`src/core/hsc_regs.svh`:
```
// Constants for the hot-swap two-wire connect controller
// Operation
// - Connected flag low while enable low or start-up not finished
// - Connected flag high only when enabled, qualified and sides joined
// - Enable low separates sides, stops boost, clears flag, stops pre-charge
// - After enable returns, rejoin only after same qualification as start-up
// - Stay in supply lockout, ignoring lines, until supply is good
// - Keep pre-charge active during supply lockout
// - After lockout, watch backplane for stop or idle
// - Then require card data and clock high before joining and boosting
// - While joined, a low on either line of a pair pulls both low
// - While joined, a pair rises only when all parties release it
// - Boost pull-up on all four lines only after connection
// - Start with no connection between backplane and card lines
// - Backplane idle after no activity for about 95 us (50 to 150)
`ifndef HSC_REGS_SVH
`define HSC_REGS_SVH
`define HSC_CLK_MHZ        25
`define HSC_IDLE_TIME_US   95
`define HSC_IDLE_CYCLES    (`HSC_IDLE_TIME_US * `HSC_CLK_MHZ)
`define HSC_IDLE_CNT_W     12
`endif

```
`src/core/hsc_pkg.sv`:
```
// Types for the hot-swap connect controller
package hsc_pkg;
  typedef enum logic [3:0] {
    HSC_LOCKOUT = 4'h1,
    HSC_QUALIFY = 4'h2,
    HSC_JOINED  = 4'h4,
    HSC_OFF     = 4'h8
  } hsc_state_t;
endpackage

```
`src/core/hsc_lines_if.sv`:
```
// Synchronised line levels shared between controller modules
`timescale 1ns/1ps
interface hsc_lines_if;
  logic bp_data;
  logic bp_clk;
  logic card_data;
  logic card_clk;
  logic stop_seen;
  logic idle_seen;
  modport src (output bp_data, bp_clk, card_data, card_clk);
  modport det (input bp_data, bp_clk, output stop_seen, idle_seen);
  modport use_side (input bp_data, bp_clk, card_data, card_clk,
                    stop_seen, idle_seen);
endinterface

```
`src/core/hsc_detect.sv`:
```
// Stop and idle detection on the backplane lines
`timescale 1ns/1ps
`include "hsc_regs.svh"
module hsc_detect #(
  parameter int IDLE_CYCLES = `HSC_IDLE_CYCLES
) (
  input  wire logic sys_clk,
  input  wire logic reset_n,
  input  wire logic arm,
  hsc_lines_if.det  lines
);
  logic                       data_q_r;
  logic [`HSC_IDLE_CNT_W-1:0] idle_cnt_r;
  logic                       stop_r;

  always_ff @(posedge sys_clk) begin
    if (!reset_n) begin
      data_q_r <= 1'b1;
      stop_r   <= 1'b0;
    end else begin
      data_q_r <= lines.bp_data;
      stop_r   <= arm && lines.bp_clk && lines.bp_data && !data_q_r;
    end
  end

  always_ff @(posedge sys_clk) begin
    if (!reset_n || !arm || !lines.bp_data || !lines.bp_clk) begin
      idle_cnt_r <= '0;
    end else if (idle_cnt_r != IDLE_CYCLES[`HSC_IDLE_CNT_W-1:0]) begin
      idle_cnt_r <= idle_cnt_r + 1'b1;
    end
  end

  assign lines.stop_seen = stop_r;
  assign lines.idle_seen = (idle_cnt_r == IDLE_CYCLES[`HSC_IDLE_CNT_W-1:0]);
endmodule

```
`src/core/hsc_sync.sv`:
```
// Two-stage synchroniser for the four bus lines
`timescale 1ns/1ps
module hsc_sync (
  input  wire logic  sys_clk,
  input  wire logic  reset_n,
  input  wire logic [3:0] lines_in,
  hsc_lines_if.src   lines
);
  logic [3:0] meta_r;
  logic [3:0] sync_r;

  genvar g;
  generate
    for (g = 0; g < 4; g++) begin : g_bit
      always_ff @(posedge sys_clk) begin
        if (!reset_n) begin
          meta_r[g] <= 1'b1;
          sync_r[g] <= 1'b1;
        end else begin
          meta_r[g] <= lines_in[g];
          sync_r[g] <= meta_r[g];
        end
      end
    end
  endgenerate

  assign lines.bp_data   = sync_r[0];
  assign lines.bp_clk    = sync_r[1];
  assign lines.card_data = sync_r[2];
  assign lines.card_clk  = sync_r[3];
endmodule

```
`src/core/hsc_top.sv`:
```
// Hot-swap two-wire bus connect controller
`timescale 1ns/1ps
`include "hsc_regs.svh"
module hsc_top #(
  parameter int IDLE_CYCLES = `HSC_IDLE_CYCLES
) (
  input  wire logic sys_clk,
  input  wire logic reset_n,
  input  wire logic bus_enable,
  input  wire logic supply_good,
  input  wire logic backplane_data_line_in,
  output logic      backplane_data_line_out,
  output logic      backplane_data_line_oe,
  input  wire logic backplane_clock_line_in,
  output logic      backplane_clock_line_out,
  output logic      backplane_clock_line_oe,
  input  wire logic card_data_line_in,
  output logic      card_data_line_out,
  output logic      card_data_line_oe,
  input  wire logic card_clock_line_in,
  output logic      card_clock_line_out,
  output logic      card_clock_line_oe,
  output logic      connected_flag,
  output logic      boost_enable,
  output logic      precharge_enable,
  output hsc_pkg::hsc_state_t state
);
  import hsc_pkg::*;

  hsc_lines_if lines ();

  logic       en_meta_r;
  logic       en_r;
  logic       sup_meta_r;
  logic       sup_r;
  hsc_state_t state_r;
  hsc_state_t state_nxt;
  logic       joined;
  logic [3:0] oe_now;
  logic [3:0] oe_d1_r;
  logic [3:0] oe_d2_r;
  logic [3:0] self_low;

  // ---------------------------------------------------------------
  // Input synchronisers
  // ---------------------------------------------------------------
  hsc_sync u_sync (
    .sys_clk  (sys_clk),
    .reset_n  (reset_n),
    .lines_in ({card_clock_line_in, card_data_line_in,
                backplane_clock_line_in, backplane_data_line_in}),
    .lines    (lines)
  );

  always_ff @(posedge sys_clk) begin
    if (!reset_n) begin
      en_meta_r  <= 1'b0;
      en_r       <= 1'b0;
      sup_meta_r <= 1'b0;
      sup_r      <= 1'b0;
    end else begin
      en_meta_r  <= bus_enable;
      en_r       <= en_meta_r;
      sup_meta_r <= supply_good;
      sup_r      <= sup_meta_r;
    end
  end

  // ---------------------------------------------------------------
  // Stop and idle detection
  // ---------------------------------------------------------------
  hsc_detect #(
    .IDLE_CYCLES (IDLE_CYCLES)
  ) u_detect (
    .sys_clk (sys_clk),
    .reset_n (reset_n),
    .arm     (state_r == HSC_QUALIFY),
    .lines   (lines)
  );

  // ---------------------------------------------------------------
  // Connection state machine
  // ---------------------------------------------------------------
  always_comb begin
    state_nxt = state_r;
    unique case (state_r)
      HSC_LOCKOUT: begin
        if (sup_r) begin
          state_nxt = en_r ? HSC_QUALIFY : HSC_OFF;
        end
      end
      HSC_QUALIFY: begin
        if (!sup_r) begin
          state_nxt = HSC_LOCKOUT;
        end else if (!en_r) begin
          state_nxt = HSC_OFF;
        end else if ((lines.stop_seen || lines.idle_seen) &&
                     lines.card_data && lines.card_clk) begin
          state_nxt = HSC_JOINED;
        end
      end
      HSC_JOINED: begin
        if (!sup_r) begin
          state_nxt = HSC_LOCKOUT;
        end else if (!en_r) begin
          state_nxt = HSC_OFF;
        end
      end
      HSC_OFF: begin
        if (!sup_r) begin
          state_nxt = HSC_LOCKOUT;
        end else if (en_r) begin
          state_nxt = HSC_QUALIFY;
        end
      end
      default: state_nxt = HSC_LOCKOUT;
    endcase
  end

  always_ff @(posedge sys_clk) begin
    if (!reset_n) begin
      state_r <= HSC_LOCKOUT;
    end else begin
      state_r <= state_nxt;
    end
  end

  assign joined = (state_r == HSC_JOINED);

  // ---------------------------------------------------------------
  // Wired-AND joining of each line pair
  // ---------------------------------------------------------------
  // Bit 3 bp data, 2 bp clock, 1 card data, 0 card clock
  assign oe_now = {backplane_data_line_oe, backplane_clock_line_oe,
                   card_data_line_oe, card_clock_line_oe};

  // Own drive history covering the synchroniser latency
  always_ff @(posedge sys_clk) begin
    if (!reset_n) begin
      oe_d1_r <= 4'h0;
      oe_d2_r <= 4'h0;
    end else begin
      oe_d1_r <= oe_now;
      oe_d2_r <= oe_d1_r;
    end
  end

  // Lows that may still be our own drive are not passed back,
  // so a pair cannot latch itself low
  assign self_low = oe_now | oe_d1_r | oe_d2_r;

  always_ff @(posedge sys_clk) begin
    if (!reset_n) begin
      backplane_data_line_oe  <= 1'b0;
      card_data_line_oe       <= 1'b0;
      backplane_clock_line_oe <= 1'b0;
      card_clock_line_oe      <= 1'b0;
    end else if (!joined || state_nxt != HSC_JOINED) begin
      backplane_data_line_oe  <= 1'b0;
      card_data_line_oe       <= 1'b0;
      backplane_clock_line_oe <= 1'b0;
      card_clock_line_oe      <= 1'b0;
    end else begin
      // Drive the side that is not the source of the low
      backplane_data_line_oe  <= !lines.card_data && !self_low[1];
      card_data_line_oe       <= !lines.bp_data && !self_low[3];
      backplane_clock_line_oe <= !lines.card_clk && !self_low[0];
      card_clock_line_oe      <= !lines.bp_clk && !self_low[2];
    end
  end

  // ---------------------------------------------------------------
  // Status and analog controls
  // ---------------------------------------------------------------
  always_ff @(posedge sys_clk) begin
    if (!reset_n) begin
      backplane_data_line_out  <= 1'b0;
      backplane_clock_line_out <= 1'b0;
      card_data_line_out       <= 1'b0;
      card_clock_line_out      <= 1'b0;
      connected_flag           <= 1'b0;
      boost_enable             <= 1'b0;
      precharge_enable         <= 1'b1;
      state                    <= HSC_LOCKOUT;
    end else begin
      backplane_data_line_out  <= 1'b0;
      backplane_clock_line_out <= 1'b0;
      card_data_line_out       <= 1'b0;
      card_clock_line_out      <= 1'b0;
      connected_flag           <= (state_nxt == HSC_JOINED);
      boost_enable             <= (state_nxt == HSC_JOINED);
      precharge_enable         <= (state_nxt == HSC_LOCKOUT) ||
                                  (state_nxt == HSC_QUALIFY);
      state                    <= state_nxt;
    end
  end
endmodule

```
`config.mk`:
```
export PLATFORM = sky130hd
export DESIGN_NAME = hsc_top
export DESIGN_NICKNAME = d
export VERILOG_FILES = /design/src/core/hsc_pkg.sv /design/src/core/hsc_lines_if.sv /design/src/core/hsc_detect.sv /design/src/core/hsc_sync.sv /design/src/core/hsc_top.sv
export VERILOG_INCLUDE_DIRS = /design/src /design/src/core
export SDC_FILE = /design/constraint.sdc
export NUM_CORES = 1
export LEC_CHECK = 0
export BUFFER_PORTS_ARGS = -buffer_cell sky130_fd_sc_hd__buf_4
export CORE_UTILIZATION = 53
export CTS_BUF_LIST = sky130_fd_sc_hd__clkbuf_4
export DETAILED_ROUTE_END_ITERATION = 7
export PLACE_DENSITY = 0.77
export SYNTH_ARGS = -nofsm -noshare
export SYNTH_HDL_FRONTEND = slang
export SYNTH_SLANG_ARGS = --single-unit
```
`constraint.sdc`:
```
create_clock -name sys_clk -period 1.3 [get_ports sys_clk]
set_input_delay 0.26 -clock sys_clk [delete_from_list [all_inputs] [get_ports sys_clk]]
set_output_delay 0.26 -clock sys_clk [all_outputs]
set_load 0.005 [all_outputs]
```
Yosys cells after proc, flatten, opt, wreduce, memory -nomap -nowiden:

Cells that the tools add are included.

* register bits: 44
* bits in latches: 0
* RAM bits: 0
* ROM bits: 0
* input port bits: 8
* output and inout port bits: 15
* logic and storage cells: 76
* memories: 0

* $add $sub $neg: 1
* multipliers: 0
* divide/modulo/power cells: 0
* order comparisons: 0
* equality and inequality tests: 10
* shift-type cells: 0
* muxes and demuxes: 10
* bitwise gates (word level): 3
* reductions and logical operators: 28

Operators by type and width (number)
* 2-to-1 mux 4 bit: 9
* case mux 4 bit (4 select lines): 1
* adder 12 x 1 -> 12 bit (second input constant): 1
* equality test 12 bit (second input constant): 1
* logical NOT 1 bit: 12
* inequality test 12 bit (second input constant): 1
* logical AND 1 bit: 9
* equality test 4 x 1 -> 1 bit (second input constant): 2
* equality test 4 x 2 -> 1 bit (second input constant): 2
* equality test 4 x 3 -> 1 bit (second input constant): 2
* OR 4 bit: 2
* logical OR 1 bit: 6
* equality test 4 bit (second input constant): 1
* inequality test 4 x 3 -> 1 bit (second input constant): 1
* OR reduction 2 bit: 1
* inverter 1 bit: 1

Logic depth before layout (Yosys ltp):

Gate-level depths: netlist of run 1.

* depth in word-level cells: 11
* depth in mapped cells: 5
* gate-level depth less buffers: 5

Modules after synthesis:

From an unflattened synthesis of run 1, not the netlist that was laid out.

* cells, all modules: 154
* area total of the unflattened synthesis: 1609.0 µm²

Modules (own cells, without submodules)
* hsc_top: times used 1, cells an instance 69, area each 758.2 µm², seq. area each 440.4 µm²
* hsc_detect: times used 1, cells an instance 69, area each 640.6 µm², seq. area each 280.3 µm²
* hsc_sync: times used 1, cells an instance 16, area each 210.2 µm², seq. area each 160.2 µm²

Worst setup path before layout of run 1:

OpenSTA, ideal clock, no wires.

* path type: flip-flop to flip-flop
* from: register u_detect.idle_cnt_r[0]
* to: register boost_enable
* library setup time: 0.116 ns
* data arrival time: 1.246 ns
* slack: -0.062 ns
* cell stages (with the launch flop): 6
* buffers on the path: 0
* clock period less this slack: 1.362 ns
* cell sequence: dfxtp_1 ha_1 and4b_1 a31oi_1 nor3b_1 o211a_1

* cells in the longest elaborated chain, start to end: 9

RTL lines
* from (decl): line hsc_detect.sv:13 `` logic [`HSC_IDLE_CNT_W-1:0] idle_cnt_r; ``
* from (signal assigned): line hsc_detect.sv:30 `idle_cnt_r <= idle_cnt_r + 1'b1;`
* equality test 12 bit: line hsc_detect.sv:35 `` assign lines.idle_seen = (idle_cnt_r == IDLE_CYCLES[`HSC_IDLE_CNT_W-1:0]); ``
* logical OR 1 bit: line hsc_top.sv:97 `end else if ((lines.stop_seen || lines.idle_seen) &&`
* logical AND 1 bit: line hsc_top.sv:97
* logical AND 1 bit: line hsc_top.sv:98 `lines.card_data && lines.card_clk) begin`
* 2-to-1 mux 4 bit: line hsc_top.sv:97
* 2-to-1 mux 4 bit: line hsc_top.sv:95 `end else if (!en_r) begin`
* 2-to-1 mux 4 bit: line hsc_top.sv:93 `if (!sup_r) begin`
* case mux 4 bit (4 select lines): line hsc_top.sv:86 `unique case (state_r)`
* equality test 4 x 3 -> 1 bit: line hsc_top.sv:191 `boost_enable <= (state_nxt == HSC_JOINED);`
* to (signal assigned): line hsc_top.sv:191
* to (decl): line hsc_top.sv:24 `output logic boost_enable,`

Every way passes these cells.
A chain may end at the register's enable or synchronous reset.

==> results.toml, run 1 <==
[floorplan]
fp.dieArea_mm2 = 0.00340
boundaryPins = 23
start_util_pct = 55.6
core_region_area_mm2 = 0.00303
num_rows = 20
die_height_um = 58.4
die_x_um = 58.4

[place]
hpwl_um = 2230
place.port_buffers = 18
place_area_mm2 = 0.00196
dpl_ws_ns = -0.0460
routabilityCongestion = 0.809

[worst_setup_path]
critical_path.max_stage_delay_ns = 0.38
timing.rr.start = "state[1]"
timing.critical_path.arrival_ns = 1.63
cp_common_cell = "buf_6"
slowest_library_cell_on_the_worst_path = "dfxtp_4"
endpoint_kind = "flop"
criticalPathCategory = "reg -> reg"
critPathMaxFanout = 5
cpLargestDelayFamily = "compound AO/OA/AOI/OAI gates"
startpoint_type = "flop"
path_buf_inv = 2
crit_chain = "buf_6, buf_6, nor4_4, o311a_4, o211a_1"
cp-startpoint = "state[1]"
cp_data_required_time_ns = 1.59

[synth]
ys_top_cells_by_area = "dfxtp_1 52%, and2_1 4.8%, nand2b_1 4.1%"
synth_top_cell_area_share_pct = 52.3
yosysSeqAreaShare_pct = 52.3
synth_top_family_by_area = "simple AND/OR/NAND/NOR gates"
synth_mux_area_share_pct = 1.19
synth.lib_cells_used.distinct = 35
complex_gate_fraction_of_the_synthesized_area_pct = 6.91
syn_avg_cell_area_um2 = 9.96
synth_top_cell_by_area = "dfxtp_1"
syn_area_mm2 = 0.00168
syn-instance-count = 169
yosys_warnings = 0
synth-simple-area-share_pct = 27.7
ys_seq_elements = 44
synth-adder-area-share_pct = 0.743
post_synth_xor_area_fraction_pct = 5.20

[clock_network]
cts_root_buf = "clkbuf_4"
ctsLongestPathBuffers = 2
ctsHtreeMaxLevel = 2
latest_clock_arrival_within_the_worst_skew_pair_ns = 0.34
cts_buffers = 5
tritoncts = "yes"
number_of_clock_sinks = 44
cts.reportedPaths.clkPinSlew_ns = 0.12

[pwr]
ir_drop_v = 0.000701
part_of_the_total_power_dissipated_in_combinational_logic_pct = 4.3
power_density_of_the_placed_cells_mw_per_mm2 = 954
netSwitchingFraction_pct = 21.7
power_frac_seq_pct = 66.1
p_int_mw = 1.63
cellLeakagePower_nw = 0.895
power.net_switching_uw = 452
power.share.clock_pct = 29.6
final_total_power_mw = 2.08

[run]
maxCapViolCount = 0

[detailed_routing]
vias = 1290
met3_length_um = 116
drt.antenna.violating_nets = 0
drt-total-wl_um = 3330
dr.first_iter.drc_count = 35
route.detailed.vias_per_inst = 5.06
wl_met2_um = 1660
remaining_drc_errors = 0
detail_route.wirelength.met1_um = 1510
firstDrtPassIters = 4
route.detailed.wl_per_inst_um = 13.1
topmost_layer_with_routed_signal_wires = "met4"

[cells_and_area]
stdcell_area_mm2 = 0.00219
final_nets = 220
syn_to_final_growth_pct = 29.9
drive_gt1_share_pct = 34.1
n_fill_cell = 223
final_cell_mix = "37 x dfxtp_1, 37 x buf_4, 14 x nor2_1, 13 x and2_1, 11 x nand2b_1"
num_antenna_cells = 0

[global_route]
antenna_found_initial = 0
grt.total_usage_pct = 20.6
vias_in_the_first_global_route = 1276
grt_pass1_wl_um = 5220
grt.overflow.total = 0
pin_count_of_the_biggest_net_entering_global_routing = 26

[timing]
hold_violations = 0
grt_setup_unrepaired = "true"
postLayoutSetupSlackWorst_ns = -0.0415
setup-tns-final_ns = -0.183
count_of_endpoints_failing_setup_in_the_final_report = 7
timing.clock.skew_ns = 0.00563
hold-worst-slack_ns = 0.0907
final.min_clock_period_ns = 1.34
layout_worst_path_cycle_share_pct = 103
maxClockFrequency_ghz = 0.745
drv_slew = 0

[min_path]
hp-class = "in -> reg"
min_from = "card_clock_line_in"

[outcome]
run_status = "finished with violations"
failed_checks = "negative setup slack"
## cell usage after synthesis
cell type  instances
o21bai_1           1
nor3_1             6
or3_1              2
and3_1             1
conb_1             1
nor2_1            15
xnor2_1            7
mux2i_1            2
nor4b_2            1
o311a_2            1
o211a_1            3
nand3_1            6
buf_4              6
clkbuf_1           2
or4_1              4
dfxtp_1           44
a21oi_1            4
and2_1            13
nor4_2             1
inv_1              6
a31oi_1            3
nand2b_1          11
buf_6              1
buf_2              2
nor4b_4            1
nor3b_1            2
and4b_1            2
o21ai_0            4
and4bb_1           1
ha_1               1
nor4_1             1
o311ai_1           1
nand4_1            3
nand2_1            7
xor2_1             3
## registers in the layout, indices dropped and copies added (netlist names), 4 cells and up
| register | cells |
|---|---|
| state | 4 |
| oe_d1_r | 4 |
| u_sync.meta_r | 4 |
| oe_d2_r | 4 |
| u_detect.idle_cnt_r | 12 |
## metrics by stage
stage | instances | util [%]
2_1_floorplan | 172 | -
3_3_place_gp | 243 | 64.9
3_5_place_dp | 243 | 64.9
4_1_cts | 251 | 68.7
5_1_grt | 255 | 72.2
6_report | 255 | 72.2
## path summary, 6_finish.rpt
path / endpoint / slack, ns / cells past startpoint
min: u_sync.meta_r[3] / 0.09 / 2
max: state[2] / -0.04 / 5
min reg2reg: u_detect.lines.stop_seen / 0.40 / 1
max reg2reg: state[2] / -0.04 / 5
## metal layers
layer,track usage [%],up-vias
met3,6.81,6
li1,-,651
met1,23.8,603
met2,34.8,30
met5,0,-
met4,8.84,0
## cells by family after synthesis
kind of cell	after synthesis
buffers and inverters	17
other	1
xor gates and xnor gates	10
AOI/OAI and AO/OA	17
muxes	2
and+or+nand+nor	77
DFF	44
adders and majority gates	1
## power by group through the flow
stage | clock [mW] | combinational [mW] | sequential, mW
2_1_floorplan | 0 | 0.0601 | 1.41
3_3_place_gp | 0 | 0.0766 | 1.41
3_5_place_dp | 0 | 0.0791 | 1.41
4_1_cts | 0.638 | 0.0819 | 1.38
5_1_grt | 0.683 | 0.0997 | 1.38
6_report | 0.616 | 0.0896 | 1.38
## what timing repair did
item | 4_1_cts | 5_1_grt
pin swaps | 8 | 11
endpoints found under the setup margin | 23 | 23
hold buffers | 0 | 0
gates resized for setup | 15 | 18
setup buffers | 1 | 4
## final cells by class
class / instances / area (µm²) / share of cell area [%]
inverter: 6 / 22.5 / 1.03
timing repair buffer: 43 / 345 / 15.8
multi-input combinational: 111 / 813 / 37.2
clock inverter: 1 / 5.00 / 0.229
tap: 44 / 55.1 / 2.52
clock buffer: 6 / 45.0 / 2.06
sequential: 44 / 900 / 41.2
## worst reg2reg max path, stage by stage (launching register included)
cell and delay, ns:
dfxtp_4 0.38, buf_6 0.12, buf_6 0.12, nor4_4 0.28
o311a_4 0.25, o211a_1 0.16
(Power assumes the default switching activity.)
==> inputs of run 2 (changes only) <==
Settings changed: HOLD_SLACK_MARGIN set to 0.1.
==> run 2 against run 1 <==
Net effect:
- the flow still finishes with violations (negative setup slack)
- global-route usage is essentially flat
- die area is the same
- sequential power is essentially flat
- worst setup slack lost 0.057 ns
- final area grew 2.7%
- register-to-register slack lost 0.06 ns
- critical endpoint is now state[1]
==> results.toml, run 2 (synthesis results as in run 1) <==
[pwr]
ir_drop_v = 0.000710
power.share.clock_pct = 29.5
cellLeakagePower_nw = 0.920
netSwitchingFraction_pct = 22.0
part_of_the_total_power_dissipated_in_combinational_logic_pct = 5.1
power.net_switching_uw = 465
p_int_mw = 1.64
final_total_power_mw = 2.11
power_density_of_the_placed_cells_mw_per_mm2 = 939
power_frac_seq_pct = 65.4

[floorplan]
fp.dieArea_mm2 = 0.00340
start_util_pct = 55.6
die_height_um = 58.4
die_x_um = 58.4
boundaryPins = 23
core_region_area_mm2 = 0.00303
num_rows = 20

[place]
place_area_mm2 = 0.00196
hpwl_um = 2230
dpl_ws_ns = -0.0460
routabilityCongestion = 0.809
numPlacedInstances = 243
place.port_buffers = 18

[worst_setup_path]
cpLargestDelayFamily = "simple AND/OR/NAND/NOR gates"
timing.critical_path.arrival_ns = 1.64
endpoint_kind = "flop"
criticalPathCategory = "reg -> reg"
startpoint_type = "flop"
critical_path.max_stage_delay_ns = 0.37
cp_data_required_time_ns = 1.54
crit_chain = "ha_4, and4b_2, a31oi_4, and2_1, o211a_1"
path_buf_inv = 0
critPathMaxFanout = 3
slowest_library_cell_on_the_worst_path = "dfxtp_2"

[global_route]
grt_pass1_wl_um = 5240
grt.total_usage_pct = 20.6
grt_util_met2_pct = 34.8
antenna_found_initial = 0
globalRoute.busiestLayer = "met2"
pin_count_of_the_biggest_net_entering_global_routing = 26
met3_usage_pct = 6.81
vias_in_the_first_global_route = 1282
grt_use_met1_pct = 24.0
grt.overflow.total = 0

[cells_and_area]
max_reg_flops = 12
largest-register = "u_detect.idle_cnt_r"
n_fill_cell = 212
stdcell_area_mm2 = 0.00225
final_core_util_pct = 74.2
final_nets = 226
final_cell_mix = "37 x dfxtp_1, 37 x buf_4, 14 x nor2_1, 13 x and2_1, 11 x nand2b_1"
num_antenna_cells = 0
drive_gt1_share_pct = 33.2
post_layout_nonfiller_instances = 261
syn_to_final_growth_pct = 33.5

[timing]
setup-tns-final_ns = -0.225
maxClockFrequency_ghz = 0.715
layout_worst_path_cycle_share_pct = 108
postLayoutSetupSlackWorst_ns = -0.0986
hold_violations = 0
timing.clock.skew_ns = 0.00927
final.min_clock_period_ns = 1.40
count_of_endpoints_failing_setup_in_the_final_report = 6
hold-worst-slack_ns = 0.222
grt_setup_unrepaired = "true"
drv_slew = 0

[outcome]
run_status = "finished with violations"
failed_checks = "negative setup slack"

[detailed_routing]
drt.antenna.violating_nets = 0
route.detailed.wl_per_inst_um = 13.6
remaining_drc_errors = 0
drt-total-wl_um = 3550
firstDrtPassIters = 4
route.detailed.vias_per_inst = 5.13
dr.first_iter.drc_count = 78
vias = 1338

[min_path]
hp-class = "in -> reg"

[clock_network]
ctsHtreeMaxLevel = 2
latest_clock_arrival_within_the_worst_skew_pair_ns = 0.35
ctsLongestPathBuffers = 2
cts_buffers = 5
cts_root_buf = "clkbuf_4"
number_of_clock_sinks = 44
tritoncts = "yes"
cts.reportedPaths.clkPinSlew_ns = 0.12

[run]
maxCapViolCount = 0
## run 2: changes by cell type in the layout (fill, tap and decap cells not counted)
cell	change
dlygate4sd3_1	+6
## run 2: cell type report
| class | count | area [µm²] | share of cell area, % |
|---|---|---|---|
| inverters | 6 | 22.5 | 1.00 |
| multi-input cells | 111 | 813 | 36.2 |
| clock inverters | 1 | 5.00 | 0.223 |
| well taps | 44 | 55.1 | 2.45 |
| repair buffers | 49 | 405 | 18.1 |
| flip-flops and latches | 44 | 900 | 40.1 |
| clock buffers | 6 | 45.0 | 2.01 |
## run 2: worst register-to-register path, cell delays in order (launching register included)
cell and delay (ns):
dfxtp_2 0.37, ha_4 0.14, and4b_2 0.27, a31oi_4 0.11, and2_1 0.19, o211a_1 0.22
## run 2: path summary, 6_finish.rpt
path	startpoint	end	slack [ns]	cells after the start
max reg2reg	u_detect.idle_cnt_r[1]	state[1]	-0.1	5
min	reset_n	u_sync.meta_r[0]	0.22	2
max	u_detect.idle_cnt_r[1]	state[1]	-0.1	5
min reg2reg	u_detect.data_q_r	u_detect.lines.stop_seen	0.40	1
## run 2: power by group through the flow
stage | Sequential [mW] | Clock, mW | Combinational (mW)
final | 1.38 | 0.623 | 0.107
after floorplan | 1.41 | 0 | 0.0601
after global placement | 1.41 | 0 | 0.0766
after global routing | 1.38 | 0.683 | 0.117
after detailed placement | 1.41 | 0 | 0.0791
after CTS | 1.38 | 0.638 | 0.0914
## run 2: routing by layer
layer  vias up  part of all wire (%)
met4         0                   1.5
met2        37                    51
met3         8                   4.3
li1        665                     -
met5         -                     0
met1       628                    43
## run 2: repair_timing
action | 4_1_cts | 5_1_grt
gates resized for setup | 15 | 18
endpoints found under the setup margin | 23 | 23
hold buffers | 4 | 2
endpoints found under the hold margin | 4 | 2
pin swaps | 8 | 11
setup buffers | 1 | 4
